==> src/hdl/dbm_pkg.sv <==
// Purpose: shared constants for the debug breakpoint-match registers
// Assumes: 4-bit register index, 32-bit register data
// Notes:   indices other than the attribute register are free choices
package dbm_pkg;
   // =====================================================================
   // register indices
   // =====================================================================
   localparam logic [3:0] IDX_CFG_STATUS = 4'h0;
   localparam logic [3:0] IDX_ADDR_HIGH  = 4'h4;
   localparam logic [3:0] IDX_ADDR_LOW   = 4'h5;
   localparam logic [3:0] IDX_ATTR       = 4'h6;
   localparam logic [3:0] IDX_TRIG_DEF   = 4'h7;
   localparam logic [3:0] IDX_PC_VALUE   = 4'h8;
   localparam logic [3:0] IDX_PC_MASK    = 4'h9;
   localparam logic [3:0] IDX_DATA_VALUE = 4'he;
   localparam logic [3:0] IDX_DATA_MASK  = 4'hf;
   // =====================================================================
   // field positions
   // =====================================================================
   localparam int CFG_LOCK_BIT   = 16;
   localparam int ATTR_RW_BIT    = 7;
   localparam int ATTR_IGN_LSB   = 8;
   localparam int TD_RESP_LSB    = 30;
   localparam int TD_EBL_BIT     = 13;
   localparam int TD_EDLW_BIT    = 12;
   localparam int TD_EDWL_BIT    = 11;
   localparam int TD_EDWU_BIT    = 10;
   localparam int TD_EDLL_BIT    = 9;
   localparam int TD_EDLM_BIT    = 8;
   localparam int TD_EDUM_BIT    = 7;
   localparam int TD_EDUU_BIT    = 6;
   localparam int TD_DI_BIT      = 5;
   localparam int TD_EAI_BIT     = 4;
   localparam int TD_EAR_BIT     = 3;
   localparam int TD_EAL_BIT     = 2;
   localparam int TD_EPC_BIT     = 1;
   localparam int TD_PCI_BIT     = 0;
   // =====================================================================
   // reset values and encodings
   // =====================================================================
   localparam logic [31:0] RST_WORD   = 32'h0000_0000;
   localparam logic [1:0]  SIZE_LONG  = 2'h0;
   localparam logic [1:0]  SIZE_BYTE  = 2'h1;
   localparam logic [1:0]  SIZE_WORD  = 2'h2;
   localparam logic [1:0]  RESP_SHOW  = 2'h0;
   localparam logic [1:0]  RESP_HALT  = 2'h1;
   localparam logic [1:0]  RESP_IRQ   = 2'h2;
   localparam logic [1:0]  KIND_ALT   = 2'h1;
endpackage : dbm_pkg

==> src/hdl/dbm_regmem.sv <==
// Purpose: eight-word register store for the match values
// Assumes: one write port, one registered read port
// Notes:   read data appear one clock after the index
module dbm_regmem
(
   input  wire logic        i_clk,
   input  wire logic        i_reset_n,
   input  wire logic        i_we,
   input  wire logic [2:0]  i_waddr,
   input  wire logic [31:0] i_wdata,
   input  wire logic [2:0]  i_raddr,
   output logic      [31:0] o_rdata,
   output logic      [255:0] o_all
);
   logic [31:0] mem_reg [8];
   genvar g;
   generate
      for (g = 0; g < 8; g++)
      begin : g_word
         always_ff @(posedge i_clk)
         begin
            if (!i_reset_n)
               mem_reg[g] <= dbm_pkg::RST_WORD;
            else if (i_we && i_waddr == 3'(g))
               mem_reg[g] <= i_wdata;
         end
         assign o_all[g*32 +: 32] = mem_reg[g];
      end
   endgenerate
   always_ff @(posedge i_clk)
   begin
      if (!i_reset_n)
         o_rdata <= dbm_pkg::RST_WORD;
      else
         o_rdata <= mem_reg[i_raddr];
   end
endmodule : dbm_regmem

==> src/hdl/dbm_match.sv <==
// Purpose: breakpoint-match registers and comparators of a debug unit
// Assumes: all inputs synchronous to I_CLK_SYS; one bus cycle per valid strobe
// Notes:   trigger sequencing and status reporting live outside this block

module dbm_match
(
   input  wire logic        I_CLK_SYS,
   input  wire logic        I_RESET_N,
   input  wire logic        I_DBG_WR,
   input  wire logic        I_DBG_RD,
   input  wire logic [3:0]  I_DBG_IDX,
   input  wire logic [31:0] I_DBG_WDATA,
   input  wire logic        I_MEM_CMD,
   input  wire logic        I_MEM_CMD_WR,
   input  wire logic [31:0] I_MEM_CMD_ADDR,
   input  wire logic [31:0] I_MEM_CMD_DATA,
   input  wire logic        I_CORE_WR,
   input  wire logic        I_CORE_SUPV,
   input  wire logic [3:0]  I_CORE_IDX,
   input  wire logic [31:0] I_CORE_WDATA,
   input  wire logic        I_BUS_VALID,
   input  wire logic [31:0] I_BUS_ADDR,
   input  wire logic        I_BUS_RW,
   input  wire logic [1:0]  I_BUS_SIZE,
   input  wire logic [1:0]  I_BUS_KIND,
   input  wire logic [2:0]  I_BUS_MOD,
   input  wire logic [31:0] I_BUS_DATA,
   input  wire logic        I_PC_VALID,
   input  wire logic [31:0] I_PC,
   output logic      [31:0] O_DBG_RDATA,
   output logic             O_DBG_RVALID,
   output logic      [1:0]  O_MEM_KIND,
   output logic      [2:0]  O_MEM_MOD,
   output logic             O_MEM_ALT_MASTER,
   output logic             O_ADDR_MATCH,
   output logic             O_PC_MATCH,
   output logic             O_DATA_MATCH,
   output logic      [1:0]  O_TRIG_RESP,
   output logic      [13:0] O_LEVEL1_DEF,
   output logic      [13:0] O_LEVEL2_DEF,
   output logic             O_CORE_LOCKED
);
   // =====================================================================
   // write path selection
   // =====================================================================
   logic [31:0] cfg_reg;
   logic [31:0] trig_reg;
   logic [255:0] words;
   logic [31:0] mem_rdata;
   logic        rd_pend_reg;
   logic        rd_word_reg;
   logic [31:0] rd_direct_reg;
   logic        lock;
   logic        core_ok;
   logic        dbg_wr_ok;
   logic [3:0]  wr_idx;
   logic [31:0] wr_data;
   logic        wr_any;
   logic        wr_bank;
   logic        mem_we;
   logic [2:0]  mem_waddr;
   logic [31:0] mem_wdata;
   logic        idx_bank;

   assign lock      = cfg_reg[dbm_pkg::CFG_LOCK_BIT];
   assign core_ok   = I_CORE_WR && I_CORE_SUPV && !lock;
   assign dbg_wr_ok = I_DBG_WR;
   // debug port has priority; concurrent access is the user's fault
   assign wr_idx    = dbg_wr_ok ? I_DBG_IDX : I_CORE_IDX;
   assign wr_data   = dbg_wr_ok ? I_DBG_WDATA : I_CORE_WDATA;
   assign wr_any    = dbg_wr_ok || core_ok;
   assign wr_bank   = wr_idx[3] || (wr_idx[2:1] != 2'h0 && wr_idx != dbm_pkg::IDX_TRIG_DEF);
   assign idx_bank  = wr_bank;

   // word store slots: index 4..6 -> 4..6 slot, 8,9 -> 0,1, e,f -> 2,3
   function automatic logic [2:0] slot_of(input logic [3:0] idx);
      logic [2:0] s;
      s = 3'h7;
      case (idx)
         dbm_pkg::IDX_PC_VALUE:   s = 3'h0;
         dbm_pkg::IDX_PC_MASK:    s = 3'h1;
         dbm_pkg::IDX_DATA_VALUE: s = 3'h2;
         dbm_pkg::IDX_DATA_MASK:  s = 3'h3;
         dbm_pkg::IDX_ADDR_HIGH:  s = 3'h4;
         dbm_pkg::IDX_ADDR_LOW:   s = 3'h5;
         dbm_pkg::IDX_ATTR:       s = 3'h6;
         default:                 s = 3'h7;
      endcase
      return s;
   endfunction : slot_of

   // =====================================================================
   // memory commands overwrite the shared words, one per cycle
   // =====================================================================
   typedef enum logic [2:0]
   {
      DBM_IDLE = 3'b001,
      DBM_ADDR = 3'b010,
      DBM_DATA = 3'b100
   } dbm_state_t;
   dbm_state_t state_reg;
   dbm_state_t state_next;
   logic       cmd_wr_reg;
   logic [31:0] cmd_data_reg;

   always_comb
   begin
      state_next = state_reg;
      case (state_reg)
         DBM_IDLE: if (I_MEM_CMD) state_next = DBM_ADDR;
         DBM_ADDR: state_next = cmd_wr_reg ? DBM_DATA : DBM_IDLE;
         DBM_DATA: state_next = DBM_IDLE;
         default:  state_next = DBM_IDLE;
      endcase
   end

   always_ff @(posedge I_CLK_SYS)
   begin
      if (!I_RESET_N)
      begin
         state_reg    <= DBM_IDLE;
         cmd_wr_reg   <= 1'b0;
         cmd_data_reg <= dbm_pkg::RST_WORD;
      end
      else
      begin
         state_reg <= state_next;
         if (state_reg == DBM_IDLE && I_MEM_CMD)
         begin
            cmd_wr_reg   <= I_MEM_CMD_WR;
            cmd_data_reg <= I_MEM_CMD_DATA;
         end
      end
   end

   logic [31:0] cmd_addr_reg;
   always_ff @(posedge I_CLK_SYS)
   begin
      if (!I_RESET_N)
         cmd_addr_reg <= dbm_pkg::RST_WORD;
      else if (state_reg == DBM_IDLE && I_MEM_CMD)
         cmd_addr_reg <= I_MEM_CMD_ADDR;
   end

   // memory-command writes take the store in their state; register writes to the store in those cycles are lost
   assign mem_we    = (state_reg != DBM_IDLE) || (wr_any && idx_bank);
   assign mem_waddr = (state_reg == DBM_ADDR) ? slot_of(dbm_pkg::IDX_ADDR_HIGH) :
                      (state_reg == DBM_DATA) ? slot_of(dbm_pkg::IDX_DATA_VALUE) :
                      slot_of(wr_idx);
   assign mem_wdata = (state_reg == DBM_ADDR) ? cmd_addr_reg :
                      (state_reg == DBM_DATA) ? cmd_data_reg : wr_data;

   // =====================================================================
   // control words
   // =====================================================================
   always_ff @(posedge I_CLK_SYS)
   begin
      if (!I_RESET_N)
      begin
         cfg_reg  <= dbm_pkg::RST_WORD;
         trig_reg <= dbm_pkg::RST_WORD;
      end
      else
      begin
         // only the debug port may move the lock bit
         if (dbg_wr_ok && I_DBG_IDX == dbm_pkg::IDX_CFG_STATUS)
            cfg_reg <= I_DBG_WDATA;
         if (wr_any && wr_idx == dbm_pkg::IDX_TRIG_DEF)
            trig_reg <= wr_data;
      end
   end

   dbm_regmem u_store
   (
      .i_clk     (I_CLK_SYS),
      .i_reset_n (I_RESET_N),
      .i_we      (mem_we),
      .i_waddr   (mem_waddr),
      .i_wdata   (mem_wdata),
      .i_raddr   (slot_of(I_DBG_IDX)),
      .o_rdata   (mem_rdata),
      .o_all     (words)
   );

   // =====================================================================
   // debug port read
   // =====================================================================
   always_ff @(posedge I_CLK_SYS)
   begin
      if (!I_RESET_N)
      begin
         rd_pend_reg   <= 1'b0;
         rd_word_reg   <= 1'b0;
         rd_direct_reg <= dbm_pkg::RST_WORD;
      end
      else
      begin
         rd_pend_reg   <= I_DBG_RD;
         rd_word_reg   <= slot_of(I_DBG_IDX) != 3'h7;
         rd_direct_reg <= (I_DBG_IDX == dbm_pkg::IDX_CFG_STATUS) ? cfg_reg :
                          (I_DBG_IDX == dbm_pkg::IDX_TRIG_DEF) ? trig_reg :
                          dbm_pkg::RST_WORD;
      end
   end
   // attribute word stores all 32 bits; only 15:0 take part in matching
   logic [31:0] rd_word;
   assign rd_word = rd_word_reg ? mem_rdata : rd_direct_reg;

   // =====================================================================
   // comparators
   // =====================================================================
   logic [31:0] pc_val, pc_msk, d_val, d_msk, a_hi, a_lo;
   logic [15:0] attr;
   logic        in_range, at_low, attr_hit, addr_hit, pc_eq, pc_hit, data_eq, data_hit;
   logic [7:0]  lane_b;
   logic [7:0]  val_b;
   logic [7:0]  msk_b;
   logic [15:0] lane_w, val_w, msk_w;
   logic [7:0]  bus_attr;
   logic        byte_en, word_en, long_en;

   assign pc_val = words[0*32 +: 32];
   assign pc_msk = words[1*32 +: 32];
   assign d_val  = words[2*32 +: 32];
   assign d_msk  = words[3*32 +: 32];
   assign a_hi   = words[4*32 +: 32];
   assign a_lo   = words[5*32 +: 32];
   assign attr   = words[6*32 +: 16];

   assign in_range = (I_BUS_ADDR >= a_lo) && (I_BUS_ADDR <= a_hi);
   assign at_low   = I_BUS_ADDR == a_lo;
   // bus attributes packed like the attribute word low byte
   assign bus_attr = {I_BUS_RW, I_BUS_SIZE, I_BUS_KIND, I_BUS_MOD};
   // codes are compared bitwise; meanings of the kind/modifier codes are the bus's
   assign attr_hit = ((bus_attr ^ attr[7:0]) & ~attr[15:8]) == 8'h00;
   assign addr_hit = attr_hit &&
                     ((trig_reg[dbm_pkg::TD_EAR_BIT] && in_range) ||
                      (trig_reg[dbm_pkg::TD_EAI_BIT] && !in_range) ||
                      (trig_reg[dbm_pkg::TD_EAL_BIT] && at_low));

   assign pc_eq  = ((I_PC ^ pc_val) & ~pc_msk) == 32'h0000_0000;
   assign pc_hit = trig_reg[dbm_pkg::TD_EPC_BIT] &&
                   (pc_eq ^ trig_reg[dbm_pkg::TD_PCI_BIT]);

   // operand lane by address and size, compared against the value's low bits
   assign lane_b = (I_BUS_ADDR[1:0] == 2'h0) ? I_BUS_DATA[31:24] :
                   (I_BUS_ADDR[1:0] == 2'h1) ? I_BUS_DATA[23:16] :
                   (I_BUS_ADDR[1:0] == 2'h2) ? I_BUS_DATA[15:8] :
                   I_BUS_DATA[7:0];
   assign lane_w = I_BUS_ADDR[1] ? I_BUS_DATA[15:0] : I_BUS_DATA[31:16];
   assign val_b  = d_val[7:0];
   assign msk_b  = d_msk[7:0];
   assign val_w  = d_val[15:0];
   assign msk_w  = d_msk[15:0];
   // byte lane enables run upper-upper to lower-lower with rising bit index
   assign byte_en = I_BUS_SIZE == dbm_pkg::SIZE_BYTE &&
                    trig_reg[dbm_pkg::TD_EDUU_BIT + int'(I_BUS_ADDR[1:0])];
   assign word_en = I_BUS_SIZE == dbm_pkg::SIZE_WORD &&
                    (I_BUS_ADDR[1] ? trig_reg[dbm_pkg::TD_EDWL_BIT]
                                   : trig_reg[dbm_pkg::TD_EDWU_BIT]);
   assign long_en = I_BUS_SIZE == dbm_pkg::SIZE_LONG && trig_reg[dbm_pkg::TD_EDLW_BIT];
   assign data_eq = byte_en ? (((lane_b ^ val_b) & ~msk_b) == 8'h00) :
                    word_en ? (((lane_w ^ val_w) & ~msk_w) == 16'h0000) :
                    (((I_BUS_DATA ^ d_val) & ~d_msk) == 32'h0000_0000);
   assign data_hit = (byte_en || word_en || long_en) &&
                     (data_eq ^ trig_reg[dbm_pkg::TD_DI_BIT]);

   // =====================================================================
   // outputs
   // =====================================================================
   logic enabled;
   assign enabled = trig_reg[dbm_pkg::TD_EBL_BIT];

   always_ff @(posedge I_CLK_SYS)
   begin
      if (!I_RESET_N)
      begin
         O_ADDR_MATCH     <= 1'b0;
         O_PC_MATCH       <= 1'b0;
         O_DATA_MATCH     <= 1'b0;
         O_DBG_RDATA      <= dbm_pkg::RST_WORD;
         O_DBG_RVALID     <= 1'b0;
         O_MEM_KIND       <= 2'h0;
         O_MEM_MOD        <= 3'h0;
         O_MEM_ALT_MASTER <= 1'b0;
         O_TRIG_RESP      <= dbm_pkg::RESP_SHOW;
         O_LEVEL1_DEF     <= 14'h0000;
         O_LEVEL2_DEF     <= 14'h0000;
         O_CORE_LOCKED    <= 1'b0;
      end
      else
      begin
         O_ADDR_MATCH     <= enabled && I_BUS_VALID && addr_hit;
         O_PC_MATCH       <= enabled && I_PC_VALID && pc_hit;
         O_DATA_MATCH     <= enabled && I_BUS_VALID && data_hit;
         O_DBG_RDATA      <= rd_pend_reg ? rd_word : O_DBG_RDATA;
         O_DBG_RVALID     <= rd_pend_reg;
         O_MEM_KIND       <= attr[4:3];
         O_MEM_MOD        <= attr[2:0];
         O_MEM_ALT_MASTER <= attr[4:3] == dbm_pkg::KIND_ALT;
         O_TRIG_RESP      <= trig_reg[dbm_pkg::TD_RESP_LSB +: 2];
         O_LEVEL1_DEF     <= trig_reg[13:0];
         O_LEVEL2_DEF     <= trig_reg[29:16];
         O_CORE_LOCKED    <= lock;
      end
   end
endmodule : dbm_match

==> config.mk <==
export PLATFORM = sky130hd
export DESIGN_NAME = dbm_match
export DESIGN_NICKNAME = d
export VERILOG_FILES = /design/src/hdl/dbm_pkg.sv /design/src/hdl/dbm_regmem.sv /design/src/hdl/dbm_match.sv
export SDC_FILE = /design/constraint.sdc
export NUM_CORES = 1
export LEC_CHECK = 0
export ABC_AREA = 1
export BUFFER_PORTS_ARGS = -buffer_cell sky130_fd_sc_hd__buf_2
export CAP_MARGIN = 25
export CORE_MARGIN = 2
export CORE_UTILIZATION = 30
export DETAILED_ROUTE_END_ITERATION = 16
export GPL_ROUTABILITY_DRIVEN = 0
export PLACE_DENSITY = 0.47
export SYNTH_ARGS = -nofsm -noshare
export SYNTH_HDL_FRONTEND = slang
export SYNTH_SLANG_ARGS = --single-unit
==> constraint.sdc <==
create_clock -name I_CLK_SYS -period 6.3 [get_ports I_CLK_SYS]
set_input_delay 1.26 -clock I_CLK_SYS [delete_from_list [all_inputs] [get_ports I_CLK_SYS]]
set_output_delay 1.26 -clock I_CLK_SYS [all_outputs]
set_load 0.005 [all_outputs]
**Word-level counts from Yosys, hierarchy flattened**

Memory sizes are Yosys's and may differ from the RTL's. A register that Yosys moved wholly into a read port is not among the register bits.
Index checks and enable logic that the tools add are counted.
W data, S select, Z words.

- Add/subtract/negate cells: 1
- Magnitude comparators: 3
- Equal/unequal tests: 36
- Multiplexer cells: 58
- Bitwise operators: 25
- Reduce and logical (&&, ||, !) cells: 50

Operators with widths:

| kind | count |
|---|---|
| $mux W32 | 14 |
| $and A32 B32 Y32 | 2 |
| $logic_not A32 Y1 | 2 |
| $not A32 Y32 | 2 |
| $xor A32 B32 Y32 | 2 |
| $pmux W3 S7 | 2 |
| $eq A32 B32 Y1 | 1 |
| $eq A4 B3 Y1 const B | 8 |
| $eq A4 B4 Y1 const B | 8 |
| $ge A32 B32 Y1 | 1 |
| $le A32 B32 Y1 | 1 |
| $logic_and A1 B1 Y1 | 30 |
| $mux W1 | 30 |
| $mux W8 | 3 |
| $and A16 B16 Y16 | 1 |
| $and A8 B8 Y8 | 2 |
| $logic_not A16 Y1 | 1 |
| $logic_not A8 Y1 | 2 |
| $mux W16 | 1 |
| $not A16 Y16 | 1 |
| $not A8 Y8 | 2 |
| $xor A16 B16 Y16 | 1 |
| $xor A8 B8 Y8 | 2 |
| $eq A3 B3 Y1 const B | 5 |
| 22 further kinds | 49 |

- Bits in registers: 239
- Memory bits (writable): 256
- Input port bits: 250
- Output and inout bits: 73
- Word-level logic and storage cells: 195
- Memories kept: 1

Memory list:

| memory | depth | bits a word | rd ports | clocked after memory_dff | write ports | line | text |
|---|---|---|---|---|---|---|---|
| u_store.mem_reg | 8 | 32 | 8 | 1 | 8 | dbm_regmem.sv:15 | `logic [31:0] mem_reg [8];` |

**Longest topological paths before layout**

Gate-level depths: netlist (run 1).

- Depth after elaboration: 11
- Gate-level depth with buffers: 20
- Gate-level depth less buffers: 19

**Hierarchy**

A second synthesis (run 1) with hierarchy kept.

- Cells, all modules: 3538
- Area, all modules: 26706.9 µm²

By module, submodules not included:

| module | times used | cells an instance | area each (µm²) |
|---|---|---|---|
| dbm_match | 1 | 2049 | 13549.2 |
| dbm_regmem | 1 | 1489 | 13157.6 |

**Worst setup path before layout (run 1)**

No wires, ideal clock.

- Kind: input -> register
- Start point: in I_DBG_IDX[1]
- End point: mem u_store.mem_reg[4][0] (enable)
- Data arrival time: 4496 ps
- Path slack: 1338 ps
- Cell stages on the path: 11
- Path buffers: 1
- Cells stage by stage: buf_4 inv_1 o21ai_1 inv_1 nor2_1 o21ai_2 o21ai_0 nand2_1 nand3_2 nand2_1 o21ai_0

RTL lines:

| item | line | text |
|---|---|---|
| start: declaration | dbm_match.sv:11 | `input wire logic [3:0] I_DBG_IDX,` |
| end: declaration | dbm_regmem.sv:15 |  |

==> flow_summary.toml, run 1 <==
[run_status]
status = "finished, final reports clean"

[cts]
htreeDepth = 2
clock-sinks = 527
numCtsBuffers = 59
cts_tree = "built"
path_clk_slew_ps = 70
cts.path.max_buffers = 3
ctsResizeCount = 0
clockRootBuffer = "clkbuf_16"
clk_latency_ps = 660
cts_hold_buf = 0
post-cts-setup-buffers = 0

[global_route]
gr-usage-met3 = 0.03623
grt_usage = 0.2372
grt_overflow = 0
use_met2 = 0.3983
grt_first_pass_wirelength_mm = 148.8
top_usage_layer = "met2"
antenna_found_initial = 11
grt_max_degree = 100
first_global_vias = 21513
use_met1 = 0.3152

[power]
p_sw_frac = 0.2898
vdd_ir_drop_max_uv = 216.6
p_sw_w = 0.002525
combinationalPowerShare = 0.141
p_per_area_mw_per_mm2 = 291.6
seqPwrFrac = 0.452
power.share.clock = 0.407
internal_power_w = 0.006190
cellLeakagePower_nw = 12.93
total_power_w = 0.008715

[floorplan]
die_area_mm2 = 0.08612
initial_core_util = 0.3018
core_mm2 = 0.08329
num_rows = 106
die_y_um = 293.5
die_w_um = 293.5
io_pins = 323

[finish]
final_cell_mix = "603 x nor2_1, 599 x nand2_1, 374 x o21ai_0"
fin_area_mm2 = 0.02989
fin_nets = 3722
drive_above_1_share = 0.1509
fill_cells = 8759
stdcell_count = 4542
layout_commonest_cell = "nor2_1"
largest_reg_flops = 256
syn_to_final_growth_pct = 18.90

[logic_synthesis]
ys_seq_area_frac = 0.5217
ys_ff_latch = 527
synth_nets = 3447
syn_avg_cell_area_um2 = 8.023
synthCells = 3133
synth_area_mm2 = 0.02514
synth_cell_types = 40
yosys_warnings = 0

[sta]
finalHoldViolCount = 0
fin_skew_ps = 81.62
period_needed_ps = 3581
finalSetupViolCount = 0
timing.hold.ws_ps = 433.1
fin_setup_tns_ps = 0
worst_slew_pin_slew_ps = 1094
max_slew_margin = 0.2655
fmaxAchievable_mhz = 279.3
slew_violations = 0
fin_crit_sh = 0.5683
rsz0062_at_grt = "false"

[detailed_routing]
drc_errors = 0
dr.pass1.iters = 7
drtIter0Drc = 2059
via_per_inst = 4.962
vias = 22537
ant_nets = 0
routed_wirelength_mm = 104.9
drt-wirelength-per-cell_um = 23.10

[job]
cap_violations = 0

[worst_setup_path]
path_max_fanout = 36
crit_type = "in2reg"
cp-start-kind = "primary input"
end_kind = "flip-flop"
required_ps = 6760
arrival_ps = 4040

[min_path]
hp-class = "reg2reg"

[placement]
port_buffers = 322
placed_area_mm2 = 0.02790
post-dp-hpwl_mm = 77.44
dp_cells = 4427
==> final timing paths <==
check                             from                                   end  slack (ps)  depth (start not counted)
max                           I_DBG_WR  u_store.mem_reg[3][15]$_SDFFCE_PN0P_        2720                         12
min           cfg_reg[16]$_SDFFE_PN0P_              O_CORE_LOCKED$_SDFF_PN0_         430                          2
max reg2reg  state_reg[1]$_SDFFE_PN0P_  u_store.mem_reg[4][21]$_SDFFCE_PN0P_        3600                          9
min reg2reg   cfg_reg[16]$_SDFFE_PN0P_              O_CORE_LOCKED$_SDFF_PN0_         430                          2
==> kinds of logic (layout without fill, tap and decap cells) <==
logic type,count (synthesis),in the layout,synth area share
DFF,527,527,0.5217
xor gates and xnor gates,35,35,0.01220
AOI/OAI and AO/OA,684,684,0.1450
and+or+nand+nor,1382,1382,0.2190
adders and majority gates,64,64,0.03186
buffers and inverters,441,767,0.07023
other,0,3,0
==> synthesized netlist by cell type, drive strengths merged <==
library cell	count	area, µm²
a21oi	182	925.9
a31o	1	8.760
a31oi	35	219.0
and3	10	62.56
buf	63	346.6
clkbuf	111	416.7
clkinv	2	7.510
dfxtp	271	5425
edfxtp	256	7687
ha	64	800.8
inv	265	994.7
nand2	600	2252
nand3	141	750.7
nand3b	2	15.01
nand4	12	75.07
nor2	608	2295
nor2b	1	6.260
nor3	5	30.03
nor4	2	12.51
o211ai	27	202.7
o21a	3	22.52
o21ai	396	1993
o221a	1	11.26
o22ai	31	193.9
o31ai	1	7.510
o32ai	7	61.31
or2	1	6.260
xnor2	33	289.0
xor2	2	17.52
==> critical path: stages <==
cell,delay (ps)
buf_2,110
inv_2,480
o21ai_1,180
inv_1,120
nor2_1,60
o21ai_2,150
o21ai_0,110
nand2_1,120
nand3_2,110
nor2_2,200
nand3_2,770
nor2_1,350
==> layout make-up <==
cell class                 instances  area (µm²)  area share
clock buffer                      83        1732     0.05794
inverter                         267        1005     0.03362
tap                             1080        1351     0.04521
sequential                       527       13110      0.4388
timing repair buffer             388        2142     0.07167
clock inverter                    29       251.5    0.008415
antenna                            3       7.507   0.0002512
multi-input combinational       2165       10280      0.3441
==> power by group through the flow <==
stage / registers [W] / clock network (W) / logic, W
2_1_floorplan: 0.00396 / 0 / 0.000667
3_3_place_gp: 0.00402 / 0 / 0.00122
3_5_place_dp: 0.00402 / 0 / 0.00123
4_1_cts: 0.00394 / 0.00360 / 0.00123
5_1_grt: 0.00396 / 0.00373 / 0.00134
6_report: 0.00394 / 0.00354 / 0.00123
==> layer usage <==
layer  vias to the layer above  part of all wire
li1                      10929                 -
met1                     10634              0.42
met2                       834              0.48
met3                       134             0.071
met4                         6             0.029
met5                         -           0.00035
==> through the flow <==
step | util | setup WS [ps]
final | 0.3588 | 2719
after global placement | 0.3345 | 2125
after CTS | 0.3587 | 2723
after floorplan | - | 1338
after detailed placement | 0.3349 | 2111
after global routing | 0.3588 | 2465
Note: power is estimated with default switching activity, not from simulation.
==> inputs of run 2 (changes only) <==
PLACE_DENSITY = 0.49   (was 0.47)
clock period = 3 ns   (was 6.3 ns; I/O delays follow)
==> flow_summary.toml, run 2 (same netlist as run 1, synthesis figures left out) <==
[job]
cap_violations = 0

[cts]
clockRootBuffer = "clkbuf_16"
numCtsBuffers = 60
cts_hold_buf = 0
cts_tree = "built"
htreeDepth = 2
clk_latency_ps = 670
cts.path.max_buffers = 3
clock-sinks = 527
ctsResizeCount = 0
post-cts-setup-buffers = 0
path_clk_slew_ps = 60

[finish]
fin_area_mm2 = 0.03072
drive_above_1_share = 0.1643
largest_reg_flops = 256
fin_nets = 3782
fill_cells = 8743
layout_commonest_cell = "nor2_1"
syn_to_final_growth_pct = 22.21
final_cell_mix = "603 x nor2_1, 599 x nand2_1, 374 x o21ai_0"

[sta]
worst_slew_pin_slew_ps = 779.8
period_needed_ps = 2235
fmaxAchievable_mhz = 447.4
finalHoldViolCount = 0
fin_ws_ps = 765.1
rsz0062_at_grt = "false"
finalSetupViolCount = 0
slew_violations = 0
fin_setup_tns_ps = 0
max_slew_margin = 0.4796
fin_skew_ps = 81.77
fin_crit_sh = 0.7450

[placement]
post-dp-hpwl_mm = 78.29
placed_area_mm2 = 0.02862
port_buffers = 322
dp_worst_setup_slack_ps = 228.4

[floorplan]
core_mm2 = 0.08329
io_pins = 323
die_y_um = 293.5
die_w_um = 293.5
die_area_mm2 = 0.08612
initial_core_util = 0.3018
num_rows = 106

[power]
p_sw_frac = 0.2836
power.share.clock = 0.411
p_sw_w = 0.005310
p_per_area_mw_per_mm2 = 609.6
cellLeakagePower_nw = 13.37
vdd_ir_drop_max_uv = 504.4
internal_power_w = 0.01342
combinationalPowerShare = 0.147
total_power_w = 0.01873
seqPwrFrac = 0.442

[detailed_routing]
drc_errors = 0
dr.pass1.iters = 8
vias = 22825
routed_wirelength_mm = 105.8
via_per_inst = 4.960
ant_nets = 0
drtIter0Drc = 2092
drt-wirelength-per-cell_um = 23.00

[worst_setup_path]
arrival_ps = 2520
required_ps = 3290
cp-start-kind = "flip-flop"
crit_type = "reg2reg"
end_kind = "flip-flop"
path_max_fanout = 32

[global_route]
grt_overflow = 0
gr-usage-met3 = 0.04561
antenna_found_initial = 9
top_usage_layer = "met2"
use_met2 = 0.4117
grt_usage = 0.2401
use_met1 = 0.3027
grt_max_degree = 123
first_global_vias = 21690
grt_first_pass_wirelength_mm = 150.0

[min_path]
hp-class = "in2reg"

[run_status]
status = "finished, final reports clean"
[run 2: cell count changes in the layout (fill, tap and decap cells not counted), sizes merged]
cell | previous run | this run
inv | 270 | 268
clkinv | 20 | 16
clkbuf | 83 | 90
buf | 388 | 447
clkinvlp | 4 | 1
bufinv | 2 | 5
[run 2: per-layer routing]
metal  part of all wire  vias up
li1                   -    11047
met1               0.41    10827
met2               0.48      773
met3              0.070      166
met4              0.035       12
met5            0.00066        -
[run 2: per-stage QoR]
step,instances,util,hold WS (ps)
final,4602,0.3688,127.7
after detailed placement,4485,0.3436,419.5
after global routing,4599,0.3688,130.0
after global placement,4483,0.3430,416.7
after CTS,4598,0.3685,103.2
after floorplan,3133,-,407.1
[run 2: area by class of cell]
| cell class | count | area, µm² | area share |
|---|---|---|---|
| flip-flops and latches | 527 | 13110 | 0.4269 |
| multi-input cells | 2165 | 10280 | 0.3347 |
| repair buffers | 447 | 2889 | 0.09404 |
| clock buffers | 90 | 1777 | 0.05783 |
| well taps | 1080 | 1351 | 0.04399 |
| inverters | 267 | 1005 | 0.03270 |
| clock inverters | 23 | 296.5 | 0.009653 |
| diodes | 3 | 7.507 | 0.0002444 |
[run 2: path summary, 6_finish.rpt]
kind              depth (start not counted)                                   end  slack (ps)                      start
setup / recovery                          8  u_store.mem_reg[2][20]$_SDFFCE_PN0P_         770  state_reg[1]$_SDFFE_PN0P_
hold / removal                            3                rd_pend_reg$_SDFF_PN0_         130                   I_DBG_RD
hold reg to reg                           2              O_CORE_LOCKED$_SDFF_PN0_         430   cfg_reg[16]$_SDFFE_PN0P_
setup reg to reg                          8  u_store.mem_reg[2][20]$_SDFFCE_PN0P_         770  state_reg[1]$_SDFFE_PN0P_
[run 2: critical path: stages (launching register included)]
cell and delay [ps]:
dfxtp_1 310, inv_1 70, nor3_1 50, inv_2 440
nand2_1 220, a21oi_4 300, nand2_1 90, nand2_1 120
buf_12 240
[run 2: power groups by stage]
| stage | clock (W) | combinational (W) | sequential, W |
|---|---|---|---|
| final | 0.00769 | 0.00276 | 0.00827 |
| after global routing | 0.00810 | 0.00301 | 0.00831 |
| after CTS | 0.00781 | 0.00274 | 0.00828 |
| after detailed placement | 0 | 0.00273 | 0.00843 |
| after global placement | 0 | 0.00271 | 0.00843 |
| after floorplan | 0 | 0.00140 | 0.00830 |
==> inputs of run 3 (changes only) <==
clock period = 1.8 ns   (was 3 ns; I/O delays follow)
==> flow_summary.toml, run 3 (same netlist as run 1, synthesis figures left out) <==
[cts]
path_clk_slew_ps = 60
htreeDepth = 2
clockRootBuffer = "clkbuf_16"
cts.path.max_buffers = 3
cts_tree = "built"
clock-sinks = 527
clk_latency_ps = 690
numCtsBuffers = 61

[detailed_routing]
vias = 24883
drc_errors = 0
routed_wirelength_mm = 113.0
dr.pass1.iters = 5
drt-wirelength-per-cell_um = 22.78
ant_nets = 0
via_per_inst = 5.015
drtIter0Drc = 2243

[worst_setup_path]
path_max_fanout = 8
cp-start-kind = "flip-flop"
required_ps = 2280
arrival_ps = 2490
end_kind = "flip-flop"
crit_type = "reg2reg"

[global_route]
grt_overflow = 0
first_global_vias = 23471
grt_max_degree = 132
antenna_found_initial = 8
grt_usage = 0.2493
grt_first_pass_wirelength_mm = 156.5

[finish]
layout_commonest_cell = "nand2_1"
stdcell_count = 4962
fill_cells = 8290
syn_to_final_growth_pct = 46.72
final_cell_mix = "564 x nand2_1, 397 x nor2_1, 350 x o21ai_0"
largest_reg_flops = 256
drive_above_1_share = 0.3002
fin_nets = 4146

[sta]
period_needed_ps = 2012
fin_crit_sh = 1.118
worst_slew_pin_slew_ps = 685.3
fmaxAchievable_mhz = 497.0
finalHoldViolCount = 0
max_slew_margin = 0.5432
fin_setup_tns_ps = -67280
fin_ws_ps = -212.1
fin_skew_ps = 80.53
rsz0062_at_grt = "true"
finalSetupViolCount = 507
slew_violations = 0

[power]
p_per_area_mw_per_mm2 = 895.0
cellLeakagePower_nw = 15.71
p_sw_frac = 0.2937
power.share.clock = 0.389
combinationalPowerShare = 0.193
seqPwrFrac = 0.418
internal_power_w = 0.02331
vdd_ir_drop_max_uv = 805.3
p_sw_w = 0.009694
total_power_w = 0.03301

[floorplan]
die_y_um = 293.5
num_rows = 106
core_mm2 = 0.08329
die_w_um = 293.5
initial_core_util = 0.3018
io_pins = 323
die_area_mm2 = 0.08612

[placement]
post-dp-hpwl_mm = 81.39
dp_worst_setup_slack_ps = -853.5
dp_cells = 4684
port_buffers = 322

[min_path]
hp-class = "in2reg"

[run_status]
violations = "setup timing"
status = "finished with violations"

[job]
cap_violations = 0
==> run 3: cell types whose count changed in the layout (fill, tap and decap cells not counted), moves of 16 or more <==
cell,delta
nor2_2,+67
buf_4,+155
buf_12,+48
inv_2,+16
o21ai_2,+16
dlygate4sd3_1,+86
nor2_1,-206
buf_6,+35
nor2_4,+139
nand2_1,-35
nand2_2,+18
o21ai_0,-24
clkbuf_16,+16
inv_1,-22
==> run 3: worst paths after layout <==
path | start | endpoint | slack [ps] | cells past startpoint
setup / recovery | state_reg[0]$_SDFFE_PN1P_ | u_store.mem_reg[4][20]$_SDFFCE_PN0P_ | -210 | 10
hold / removal | I_MEM_CMD_DATA[6] | cmd_data_reg[6]$_SDFFE_PN0P_ | 20 | 3
setup reg to reg | state_reg[0]$_SDFFE_PN1P_ | u_store.mem_reg[4][20]$_SDFFCE_PN0P_ | -210 | 10
hold reg to reg | cfg_reg[16]$_SDFFE_PN0P_ | O_CORE_LOCKED$_SDFF_PN0_ | 440 | 2
==> run 3: timing repair <==
item / in CTS / in global routing
endpoints found under the setup margin: 487 / 514
hold endpoints to repair: 86 / 0
hold buffers: 86 / 0
resized for setup: 132 / 440
buffers inserted: 18 / 26
cloned: 20 / 19
pin swaps: 17 / 29
==> run 3: power groups by stage <==
stage	combinational, W	sequential [W]	clock, W
CTS	0.00574	0.0138	0.0130
floorplan	0.00239	0.0138	0
finish	0.00637	0.0138	0.0128
global route	0.00679	0.0139	0.0135
detailed placement	0.00521	0.0140	0
global placement	0.00519	0.0140	0
==> run 3: area by class of cell <==
class                   count  area (µm²)  area share
diodes                      1       2.502  0.00006785
clock buffers              85        1793     0.04862
clock inverters            27       301.5    0.008176
inverters                 267        1027     0.02785
multi-input cells        2173       12240      0.3320
flip-flops and latches    527       13120      0.3558
well taps                1080        1351     0.03664
repair buffers            801        7030      0.1906
repair inverters            1       6.256   0.0001696
==> run 3: per-stage QoR <==
stage / cell area (µm²) / utilization / hold slack, ps
2_1_floorplan: 25300 / - / 407.1
3_3_place_gp: 30730 / 0.3690 / 414.0
3_5_place_dp: 30730 / 0.3690 / 418.5
4_1_cts: 34800 / 0.4179 / 2.435
5_1_grt: 36880 / 0.4428 / 19.66
6_report: 36880 / 0.4428 / 17.70
==> run 3: layer usage <==
metal  GRT usage  wire, µm
met1      0.3189     45680
met2      0.4239     54530
met3     0.03835      8213
met4     0.09321      4596
met5           0        16
==> run 3: worst max-delay path, stage by stage, from the launching register on <==
cell and delay, ps:
dfxtp_2 320, buf_6 110, nor3_4 230, clkinv_4 160, nand2_4 130, nand2_4 70, inv_4 80, buf_12 130
nand3_4 190, clkbuf_16 290, nor2_2 80
